===== src/timer_pkg.sv =====
// Constants for the clock divider and timer/counter block
package timer_pkg;
    localparam logic [1:0]  STATE_DIV_LAST = 2'h2;   // Master clock / 3
    localparam logic [2:0]  CYCLE_DIV_LAST = 3'h4;   // State clock / 5
    localparam logic [4:0]  PRESC_LAST     = 5'h1f;  // Cycle clock / 32
    localparam logic [7:0]  COUNT_MAX      = 8'hff;
    localparam logic [2:0]  VEC_EXT        = 3'h3;
    localparam logic [2:0]  VEC_TIMER      = 3'h7;
    localparam logic [11:0] OFF_CTRL       = 12'h000;
    localparam logic [11:0] OFF_COUNT      = 12'h004;
    localparam logic [11:0] OFF_STATUS     = 12'h008;
    localparam logic [11:0] OFF_MASK       = 12'h00c;
    localparam logic [11:0] OFF_PINS       = 12'h010;
    localparam int          CTRL_RUN       = 0;
    localparam int          CTRL_EVENT     = 1;
    localparam int          CTRL_CLKOUT    = 2;
    localparam int          ST_OVF         = 0;
    localparam int          ST_EXT         = 1;
    localparam int          PIN_SENSE      = 0;
    localparam int          PIN_EVENT      = 1;
    // Far side event pin figures, kept for reference; the bench does not use them
    localparam int          EVENT_MIN_PULSE_NS = 500;
    localparam int          CLK_PERIOD_NS      = 25;
    localparam int          EVENT_MIN_PULSE_CYC =
        (EVENT_MIN_PULSE_NS + CLK_PERIOD_NS - 1) / CLK_PERIOD_NS;
endpackage

===== src/timer_counter.sv =====
// Clock dividers, interval timer / event counter and APB register slave
//
// Our own choices: the register addresses and the APB slave port.
module timer_counter (
    input  wire logic        CLK,
    input  wire logic        RST_N,
    input  wire logic        PSEL,
    input  wire logic        PENABLE,
    input  wire logic        PWRITE,
    input  wire logic [11:0] PADDR,
    input  wire logic [31:0] PWDATA,
    output logic      [31:0] PRDATA,
    output logic             PREADY,
    output logic             PSLVERR,
    input  wire logic        SENSE_CLOCK_PIN_I,
    output logic             SENSE_CLOCK_PIN_O,
    output logic             SENSE_CLOCK_PIN_OE_N,
    input  wire logic        EVENT_SENSE_PIN,
    input  wire logic        EXT_INT_N,
    output logic             ALE,
    output logic             IRQ,
    output logic      [2:0]  IRQ_VECTOR
);
    typedef struct packed {
        logic [1:0]  state_div;
        logic [2:0]  cycle_div;
        logic [4:0]  presc;
        logic [7:0]  count;
        logic        count_loaded;
        logic        run;
        logic        evt_mode;
        logic        clk_out_en;
        logic        sense_oe_n;
        logic [1:0]  status;
        logic [1:0]  mask;
        logic [2:0]  evt_sync;
        logic [2:0]  sns_sync;
        logic [2:0]  int_sync;
        logic        evt_level;
        logic        sns_level;
        logic        int_level;
        logic        evt_prev;
        logic        state_clk;
        logic        ale;
        logic        irq;
        logic [2:0]  vector;
        logic        pready;
        logic        pslverr;
        logic [31:0] prdata;
    } state_t;

    state_t s;
    state_t next_s;

    logic st_en;
    logic cy_en;
    logic acc;
    logic wr;
    logic rd;
    logic inc;
    logic evt_fall;
    logic hit;
    logic [1:0] set_bits;
    logic [1:0] clr_bits;
    logic [1:0] pend;

    assign st_en = (s.state_div == timer_pkg::STATE_DIV_LAST);
    assign cy_en = st_en && (s.cycle_div == timer_pkg::CYCLE_DIV_LAST);
    assign acc = PSEL && PENABLE && s.pready;
    assign wr = acc && PWRITE;
    assign rd = acc && !PWRITE;
    // Sampled on the state clock: a fall counts if the level is high at one state enable and low at the next
    assign evt_fall = st_en && s.evt_prev && !s.evt_level;
    assign inc = s.run && (s.evt_mode ? evt_fall
                 : (cy_en && s.presc == timer_pkg::PRESC_LAST));
    assign hit = (PADDR == timer_pkg::OFF_CTRL) || (PADDR == timer_pkg::OFF_COUNT)
              || (PADDR == timer_pkg::OFF_STATUS) || (PADDR == timer_pkg::OFF_MASK)
              || (PADDR == timer_pkg::OFF_PINS);
    assign pend = s.status & s.mask;

    always_comb begin
        next_s = s;
        set_bits = 2'h0;
        clr_bits = 2'h0;
        // Dividers run free from the master clock
        next_s.state_div = st_en ? 2'h0 : s.state_div + 2'h1;
        if (st_en) begin
            next_s.cycle_div = cy_en ? 3'h0 : s.cycle_div + 3'h1;
            next_s.evt_prev = s.evt_level;
        end
        // State clock shape: high for the first master period of three
        next_s.state_clk = st_en;
        if (cy_en) begin
            next_s.ale = 1'b1;
        end else if (st_en) begin
            next_s.ale = 1'b0;
        end
        if (cy_en && s.run && !s.evt_mode) begin
            next_s.presc = s.presc + 5'h1;
        end
        // Pin synchronisers; a level counts once stages two and three agree
        next_s.evt_sync = {s.evt_sync[1:0], EVENT_SENSE_PIN};
        next_s.sns_sync = {s.sns_sync[1:0], SENSE_CLOCK_PIN_I};
        next_s.int_sync = {s.int_sync[1:0], EXT_INT_N};
        if (s.evt_sync[1] == s.evt_sync[2]) begin
            next_s.evt_level = s.evt_sync[2];
        end
        if (s.sns_sync[1] == s.sns_sync[2]) begin
            next_s.sns_level = s.sns_sync[2];
        end
        if (s.int_sync[1] == s.int_sync[2]) begin
            next_s.int_level = s.int_sync[2];
        end
        if (inc) begin
            next_s.count = s.count + 8'h01;
        end
        set_bits[timer_pkg::ST_OVF] = inc && (s.count == timer_pkg::COUNT_MAX);
        set_bits[timer_pkg::ST_EXT] = !s.int_level;
        // APB: no wait state; ready and read data are registered in the setup cycle so they come from flip-flops
        next_s.pready = PSEL && !PENABLE;
        next_s.pslverr = PSEL && !PENABLE && !hit;
        next_s.prdata = 32'h0;
        if (PSEL && !PENABLE && !PWRITE) begin
            if (PADDR == timer_pkg::OFF_CTRL) begin
                next_s.prdata[timer_pkg::CTRL_RUN] = s.run;
                next_s.prdata[timer_pkg::CTRL_EVENT] = s.evt_mode;
                next_s.prdata[timer_pkg::CTRL_CLKOUT] = s.clk_out_en;
            end else if (PADDR == timer_pkg::OFF_COUNT) begin
                next_s.prdata[7:0] = s.count;
            end else if (PADDR == timer_pkg::OFF_STATUS) begin
                next_s.prdata[1:0] = s.status;
            end else if (PADDR == timer_pkg::OFF_MASK) begin
                next_s.prdata[1:0] = s.mask;
            end else if (PADDR == timer_pkg::OFF_PINS) begin
                // Sense pin reads low while output, as the filter drops the one-period highs of its own state clock
                next_s.prdata[timer_pkg::PIN_SENSE] = s.sns_level;
                next_s.prdata[timer_pkg::PIN_EVENT] = s.evt_level;
            end
        end
        if (rd && PADDR == timer_pkg::OFF_STATUS) begin
            clr_bits = s.status;
        end
        if (wr) begin
            if (PADDR == timer_pkg::OFF_CTRL) begin
                next_s.run = PWDATA[timer_pkg::CTRL_RUN];
                next_s.evt_mode = PWDATA[timer_pkg::CTRL_EVENT];
                next_s.clk_out_en = PWDATA[timer_pkg::CTRL_CLKOUT];
                if (PWDATA[timer_pkg::CTRL_RUN] && !s.run) begin
                    next_s.presc = 5'h0;
                end
            end else if (PADDR == timer_pkg::OFF_COUNT) begin
                // A load wins over an increment in the same cycle
                next_s.count = PWDATA[7:0];
                next_s.count_loaded = 1'b1;
            end else if (PADDR == timer_pkg::OFF_MASK) begin
                next_s.mask = PWDATA[1:0];
            end
        end
        // A new event wins over the read that clears it
        next_s.status = (s.status & ~clr_bits) | set_bits;
        next_s.irq = |pend;
        // External request outranks the timer overflow
        next_s.vector = pend[timer_pkg::ST_EXT] ? timer_pkg::VEC_EXT
                      : timer_pkg::VEC_TIMER;
        // Registered so the pin enable leaves straight from a flip-flop
        next_s.sense_oe_n = !next_s.clk_out_en;
        if (!RST_N) begin
            next_s = '0;
            next_s.count = s.count;
            next_s.count_loaded = s.count_loaded;
            next_s.sense_oe_n = 1'b1;
            next_s.evt_sync = 3'h7;
            next_s.sns_sync = 3'h7;
            next_s.int_sync = 3'h7;
            next_s.evt_level = 1'b1;
            next_s.sns_level = 1'b1;
            next_s.int_level = 1'b1;
            next_s.evt_prev = 1'b1;
            next_s.vector = timer_pkg::VEC_TIMER;
        end
    end

    always_ff @(posedge CLK) begin
        s <= next_s;
    end

    assign PRDATA = s.prdata;
    assign PREADY = s.pready;
    assign PSLVERR = s.pslverr;
    assign SENSE_CLOCK_PIN_O = s.state_clk;
    assign SENSE_CLOCK_PIN_OE_N = s.sense_oe_n;
    assign ALE = s.ale;
    assign IRQ = s.irq;
    assign IRQ_VECTOR = s.vector;
endmodule // timer_counter


===== config.mk =====
export PLATFORM = sky130hd
export DESIGN_NAME = timer_counter
export DESIGN_NICKNAME = d
export VERILOG_FILES = /design/src/timer_pkg.sv /design/src/timer_counter.sv
export SDC_FILE = /design/constraint.sdc
export NUM_CORES = 1
export LEC_CHECK = 0
export BUFFER_PORTS_ARGS = -buffer_cell sky130_fd_sc_hd__buf_2
export CAP_MARGIN = 10
export CORE_MARGIN = 4
export CORE_UTILIZATION = 40
export CTS_CLUSTER_SIZE = 28
export DETAILED_ROUTE_END_ITERATION = 10
export PLACE_DENSITY = 0.71
export SLEW_MARGIN = 40
export SYNTH_ARGS = -nofsm -noshare
export SYNTH_HDL_FRONTEND = slang
export SYNTH_SLANG_ARGS = --single-unit

===== constraint.sdc =====
create_clock -name CLK -period 2.1 [get_ports CLK]
set_clock_uncertainty 0.2 [all_clocks]
set_input_delay 0.21 -clock CLK [delete_from_list [all_inputs] [get_ports CLK]]
set_output_delay 0.21 -clock CLK [all_outputs]
set_load 0.01 [all_outputs]

==> results.ini, run 1 <==
[route]
drt_pass1_iterations = 4
drt-wirelength-per-cell_um = 12.96
vias = 1978
finalWirelength_um = 5260
drc = 0
drt-initial-drc-count = 114
ant_nets = 0
vias_per_cell = 4.872

[cts]
cts-root-buf = clkbuf_8
clkSlewWorstSetupHoldPaths_ns = 0.09
insertion_delay_ns = 0.31
clock-sinks = 53
cts_max_level = 2
cts_made_buffers = 5
cts_tree = built
clk_path_buf_depth = 2

[synth]
syn_area_sq_um = 2566
synth.distinct_cells = 43
synthesis.instances = 274
synth_edf_count = 8
ys_ff_latch = 53
yosysWarnings = 0
synth_async_sr_flop_share_pct = 0
syn_avg_cell_area_sq_um = 9.366
yosysSeqAreaShare_pct = 44.47
yosys_most_used_dff = dfxtp_1

[sta]
hold_viol_final = 0
hold_ws_ns = 0.02643
timing.final.crit_share_pct = 102.9
timing.final.crit_period_ns = 2.161
fmax_mhz = 462.8
grt_setup_unrepaired = true
drv_slew = 0
setup_ws_ns = -0.06095
setup_viol = 1

[setup_path]
start_kind = flop
worstSetupPathType = reg2reg
critPathMaxFanout = 3
critical_path.endpoint_type = flop
required_ns = 1.97
critPathArrivalTime_ns = 2.03

[outcome]
violations = setup timing
status = finished with violations

[grt]
grt_pass1_wl_um = 8155
grt_use_total_pct = 13.52
grt-ovfl-total = 0
antenna_found_initial = 0
grt_pass1_vias = 1792
grt_max_degree = 34

[cells_and_area]
fillers = 582
area_growth_pct = 19.11
multi_input_area_sq_um = 1277
utilization_pct = 50.43
insertedDiodeCount = 0
layout-drive-gt1-share_pct = 26.28
seq_area_sq_um = 1144
final_nets = 388

[place]
place.gp.congestion = 0.8475
dpl.hpwl_um = 3854
place.port_buffers = 42

[power_and_ir_drop]
p_int_mw = 1.391
total_power_mw = 1.869
ir_worst_vdd_mv = 0.3215
p_sw_share_pct = 25.55
p_seq_share_pct = 57.9
p_sw_uw = 477.5
p_leak_nw = 1.189
p_per_area_nw_per_um2 = 611.4
clockPowerShare_pct = 31.0
combPwrFrac_pct = 11.1

[floorplan]
die_h_um = 88.10
fp.dieW_um = 88.10
io_pins = 93
design.die.area_sq_um = 7761
core_sq_um = 6061
initial_utilization_pct = 42.34
num_rows = 28

[flow_run]
cap_violations = 0

[worst_hold_path]
min_path_type = in2reg

[flip-flops by register name (all words and copies together), names as in the netlist]
signal                cells
s                        38
PRDATA                    8
ALE                       1
IRQ                       1
IRQ_VECTOR                1
PREADY                    1
PSLVERR                   1
SENSE_CLOCK_PIN_O         1
SENSE_CLOCK_PIN_OE_N      1
[cell usage in the layout (no fill, tap or decap), types with 7 or more instances in the layout]
cell type | netlist | layout
dfxtp_1 | 45 | 43
buf_2 | 1 | 42
conb_1 | 2 | 26
nor2_1 | 25 | 25
a21oi_1 | 19 | 18
buf_4 | 36 | 17
nand2_1 | 12 | 12
nand2b_1 | 11 | 11
o21ai_0 | 11 | 11
nand3_1 | 10 | 10
xnor2_1 | 10 | 10
edfxtp_1 | 8 | 8
mux2i_1 | 7 | 7
and2_1 | 7 | 7
dlygate4sd3_1 | 0 | 7
[area by class of cell]
| class | instances | area share (%) |
|---|---|---|
| clock inverter | 3 | 0.6549 |
| multi-input combinational | 196 | 41.79 |
| sequential | 53 | 37.41 |
| clock buffer | 5 | 2.251 |
| tap | 75 | 3.070 |
| inverter | 6 | 0.7368 |
| timing repair buffer | 68 | 14.08 |
[final timing paths]
check,cells after the start,endpoint,slack (ns),start
min reg2reg,1,s[48]$_SDFF_PN1_,0.21,s[47]$_SDFF_PN1_
min,3,s[68]$_DFFE_PP_,0.03,PWDATA[6]
max,8,s[68]$_DFFE_PP_,-0.06,s[70]$_SDFF_PN0_
max reg2reg,8,s[68]$_DFFE_PP_,-0.06,s[70]$_SDFF_PN0_
[synth_stat cells (all sizes together), types with 6 or more instances]
cell | instances | area, sq um
a21oi | 19 | 95.09
and2 | 7 | 43.79
buf | 37 | 275.3
clkbuf | 6 | 23.77
dfxtp | 45 | 900.9
edfxtp | 8 | 240.2
ha | 6 | 75.07
mux2i | 7 | 70.07
nand2 | 12 | 45.04
nand2b | 11 | 68.82
nand3 | 10 | 50.05
nand4 | 6 | 37.54
nor2 | 25 | 93.84
o21ai | 12 | 63.81
xnor2 | 10 | 87.58
[per-layer routing]
layer  GRT usage [%]  vias up  part of all wire [%]
met5               0        -                     0
met4           4.396        0                  0.48
met3           4.233        4                   7.3
met2           22.53       57                    48
met1           16.64      908                    44
li1                -     1009                     -
[worst max-delay path: stages, from the launching register on]
cell and delay (ns):
dfxtp_2 0.36, ha_4 0.14, and3_4 0.19, ha_4 0.12, nand4b_1 0.15, buf_6 0.17
a2111oi_4 0.35, xnor2_1 0.16, a21oi_1 0.08
[power groups by stage]
stage               logic (mW)  clock network, mW  registers, mW
finish                   0.207              0.579           1.08
global route             0.233              0.636           1.09
CTS                      0.206              0.604           1.08
detailed placement       0.194                  0           1.11
global placement         0.191                  0           1.10
floorplan                0.154                  0           1.10
[per-stage QoR]
step | cell area, sq um | std cells | TNS [ns] | setup slack [ns]
after global placement | 2799 | 390 | -2.122 | -0.1408
final | 3057 | 406 | -0.06095 | -0.06095
after global routing | 3057 | 406 | -0.4373 | -0.1288
after CTS | 3015 | 406 | -0.01244 | -0.01244
after floorplan | 2674 | 298 | -0.05263 | -0.02631
after detailed placement | 2799 | 390 | -2.354 | -0.1565
[timing repair]
action / 4_1_cts / 5_1_grt
setup buffers: 1 / 0
setup endpoints to repair: 7 / 13
hold buffers: 7 / 0
resized for setup: 9 / 7
pin swaps: 2 / 4
endpoints found under the hold margin: 8 / 0
cloned: 0 / 0
[logic make-up (layout without fill, tap and decap cells)]
kind of cell | count (synthesis) | in the layout | share of synthesized area (%)
flip-flops | 53 | 53 | 44.47
buffers and inverters | 49 | 82 | 12.53
XOR/XNOR | 10 | 10 | 3.413
AO/OA/AOI/OAI | 47 | 47 | 11.02
multiplexers | 9 | 9 | 3.608
AND/OR/NAND/NOR | 98 | 98 | 21.75
adder cells (fa/ha/maj) | 6 | 6 | 2.925
other | 2 | 26 | 0.2926
Note: power is estimated with default switching activity, not from simulation.
==> inputs of run 2 (changes only) <==
- RECOVER_POWER: default -> 100
==> results.ini, run 2 (same netlist as run 1, synthesis figures left out) <==
[outcome]
status = finished with violations  ; unchanged
violations = setup timing  ; unchanged

[place]
place.port_buffers = 42  ; unchanged
dpl.hpwl_um = 3854  ; unchanged
place.gp.congestion = 0.8475  ; unchanged
place_ws_ns = -0.1565  ; unchanged

[floorplan]
num_rows = 28  ; unchanged
die_h_um = 88.10  ; unchanged
io_pins = 93  ; unchanged
fp.dieW_um = 88.10  ; unchanged
design.die.area_sq_um = 7761  ; unchanged
core_sq_um = 6061  ; unchanged
initial_utilization_pct = 42.34  ; unchanged

[grt]
grt_max_degree = 34  ; unchanged
busiest_layer = met2  ; unchanged
grtUsageMet3_pct = 4.233  ; unchanged
grt_pass1_vias = 1792  ; unchanged
antenna_found_initial = 0  ; unchanged
use_met1_pct = 16.64  ; unchanged
grt_util_met2_pct = 22.53  ; unchanged
grt_pass1_wl_um = 8155  ; unchanged
grt-ovfl-total = 0  ; unchanged
grt_use_total_pct = 13.52  ; unchanged

[setup_path]
path_cells = ha_4 -> and3_4 -> ha_4 -> nand4b_1 -> buf_6 -> a2111oi_4 -> xnor2_1 -> a21oi_1  ; unchanged
r2r_setup_slack_ns = -0.06  ; about the same
r2r_end = s[68]$_DFFE_PP_  ; unchanged
timing.rr.start = s[70]$_SDFF_PN0_  ; unchanged
crit_path_max_incr_delay_ns = 0.36  ; about the same
critPathArrivalTime_ns = 2.03  ; about the same
reg2reg_depth = 8  ; unchanged
critical_path.endpoint_type = flop  ; unchanged
critPathMaxFanout = 3  ; unchanged
cpMostUsedCell = ha_4  ; unchanged
crit_path_top_delay_cell = dfxtp_2  ; unchanged
start_kind = flop  ; unchanged
worstSetupPathType = reg2reg  ; unchanged
required_ns = 1.97  ; about the same

[cells_and_area]
insertedDiodeCount = 0  ; unchanged
largest_reg_flops = 38  ; unchanged
fillers = 599  ; was 582
area_growth_pct = 17.75  ; was 19.11%
final_cell_mix = dfxtp_1, conb_1, nor2_1, buf_2, clkbuf_1  ; was dfxtp_1, buf_2, conb_1
final_common_cell = dfxtp_1  ; unchanged
layout-drive-gt1-share_pct = 20.24  ; was 26.28%
final_nets = 388  ; unchanged
top_register = s  ; unchanged

[sta]
setup_viol = 3  ; was 1
timing.final.crit_period_ns = 2.161  ; about the same
grt_setup_unrepaired = true  ; unchanged
setup_ws_ns = -0.06125  ; was -0.06095 ns
drv_slew = 0  ; unchanged
timing.final.crit_share_pct = 102.9  ; about the same
fmax_mhz = 462.7  ; was 462.8 MHz
maxSlewHeadroom_pct = 52.61
tightest_slew_ns = 0.7109
hold_viol_final = 0  ; unchanged

[worst_hold_path]
min_path_cells = 3  ; unchanged
whs_endpoint = s[68]$_DFFE_PP_  ; unchanged
min_path_type = in2reg  ; unchanged
min_from = PWDATA[6]  ; unchanged

[power_and_ir_drop]
total_power_mw = 1.865  ; was 1.869 mW
ir_worst_vdd_mv = 0.3208  ; was 0.3215 mV
p_per_area_nw_per_um2 = 617.2  ; was 611.4 nW/um^2
p_leak_nw = 1.111  ; was 1.189 nW

[route]
vias = 1974  ; was 1978
drt-initial-drc-count = 146  ; was 114
drt_pass1_iterations = 4  ; unchanged
finalWirelength_um = 5228  ; was 5260 um
drc = 0  ; unchanged
vias_per_cell = 4.862  ; was 4.872
ant_nets = 0  ; unchanged
drt-wirelength-per-cell_um = 12.88  ; was 12.96 um

[cts]
cts-root-buf = clkbuf_8  ; unchanged
cts_made_buffers = 5  ; unchanged
insertion_delay_ns = 0.31  ; about the same
clock-sinks = 53  ; unchanged
clk_path_buf_depth = 2  ; unchanged
cts_tree = built  ; unchanged
clkSlewWorstSetupHoldPaths_ns = 0.09  ; about the same
cts_max_level = 2  ; unchanged

[flow_run]
cap_violations = 0  ; unchanged

==> run 2: cell count changes in the layout (fill, tap and decap cells not counted), sizes merged <==
cell,delta
clkbuf,+20
buf,-20
==> run 2: routing by layer <==
layer,vias up,wire length [um],share of wire [%]
met5,-,0,0
met4,0,70,1.3
met3,9,375,7.2
met2,50,2476,47
met1,907,2305,44
li1,1008,-,-
==> run 2: power breakdown <==
part           internal (mW)  switching, mW  total [mW]
Sequential              1.06         0.0216        1.08
Clock                  0.238          0.343       0.581
Combinational         0.0877          0.114       0.201
==> run 2: worst max-delay path: cells and delay by family (launching register included) <==
family,cells,cell delay (ns)
buffers and inverters,1,0.17
and+or+nand+nor,2,0.34
DFF,1,0.36
AOI/OAI and AO/OA,2,0.43
adders and majority gates,2,0.26
xor gates and xnor gates,1,0.16
==> run 2: per-stage QoR <==
| step | cell area (sq um) | hold WS (ns) | util [%] | instances | setup TNS (ns) |
|---|---|---|---|---|---|
| after floorplan | 2674 | 0.08304 | - | 298 | -0.05263 |
| after global placement | 2799 | 0.1874 | 46.18 | 390 | -2.122 |
| after detailed placement | 2799 | 0.1921 | 46.18 | 390 | -2.354 |
| after CTS | 3015 | 0.01901 | 49.75 | 406 | -0.01244 |
| after global routing | 3022 | 0.03664 | 49.86 | 406 | -1.305 |
| final | 3022 | 0.02596 | 49.86 | 406 | -0.06556 |
==> run 2: layout make-up <==
cell class,count,area (sq um),area share [%]
clock buffer,5,68.82,2.277
clock inverter,3,20.02,0.6625
inverter,6,22.52,0.7453
multi-input combinational,196,1274,42.15
sequential,53,1144,37.85
tap,75,93.84,3.106
timing repair buffer,68,399.1,13.21
==> run 2: what timing repair did <==
| item | 4_1_cts | 5_1_grt |
|---|---|---|
| hold buffers | 7 | 0 |
| gates resized for setup | 9 | 7 |
| setup buffers | 1 | 0 |
| pin swaps | 2 | 4 |
| endpoints found under the hold margin | 8 | 0 |
| endpoints found under the setup margin | 7 | 13 |
==> run 2: worst max path at each step <==
stage	cells after the start	slack, ns	startpoint	to
2_1_floorplan	6	-0.03	PADDR[7]	s[69]$_DFFE_PP_
3_3_place_gp	5	-0.14	PADDR[7]	s[71]$_SDFF_PN0_
3_5_place_dp	5	-0.16	PADDR[7]	s[73]$_SDFF_PN0_
4_1_cts	8	-0.01	s[70]$_SDFF_PN0_	s[68]$_DFFE_PP_
5_1_grt	8	-0.13	s[70]$_SDFF_PN0_	s[68]$_DFFE_PP_
6_report	8	-0.06	s[70]$_SDFF_PN0_	s[68]$_DFFE_PP_
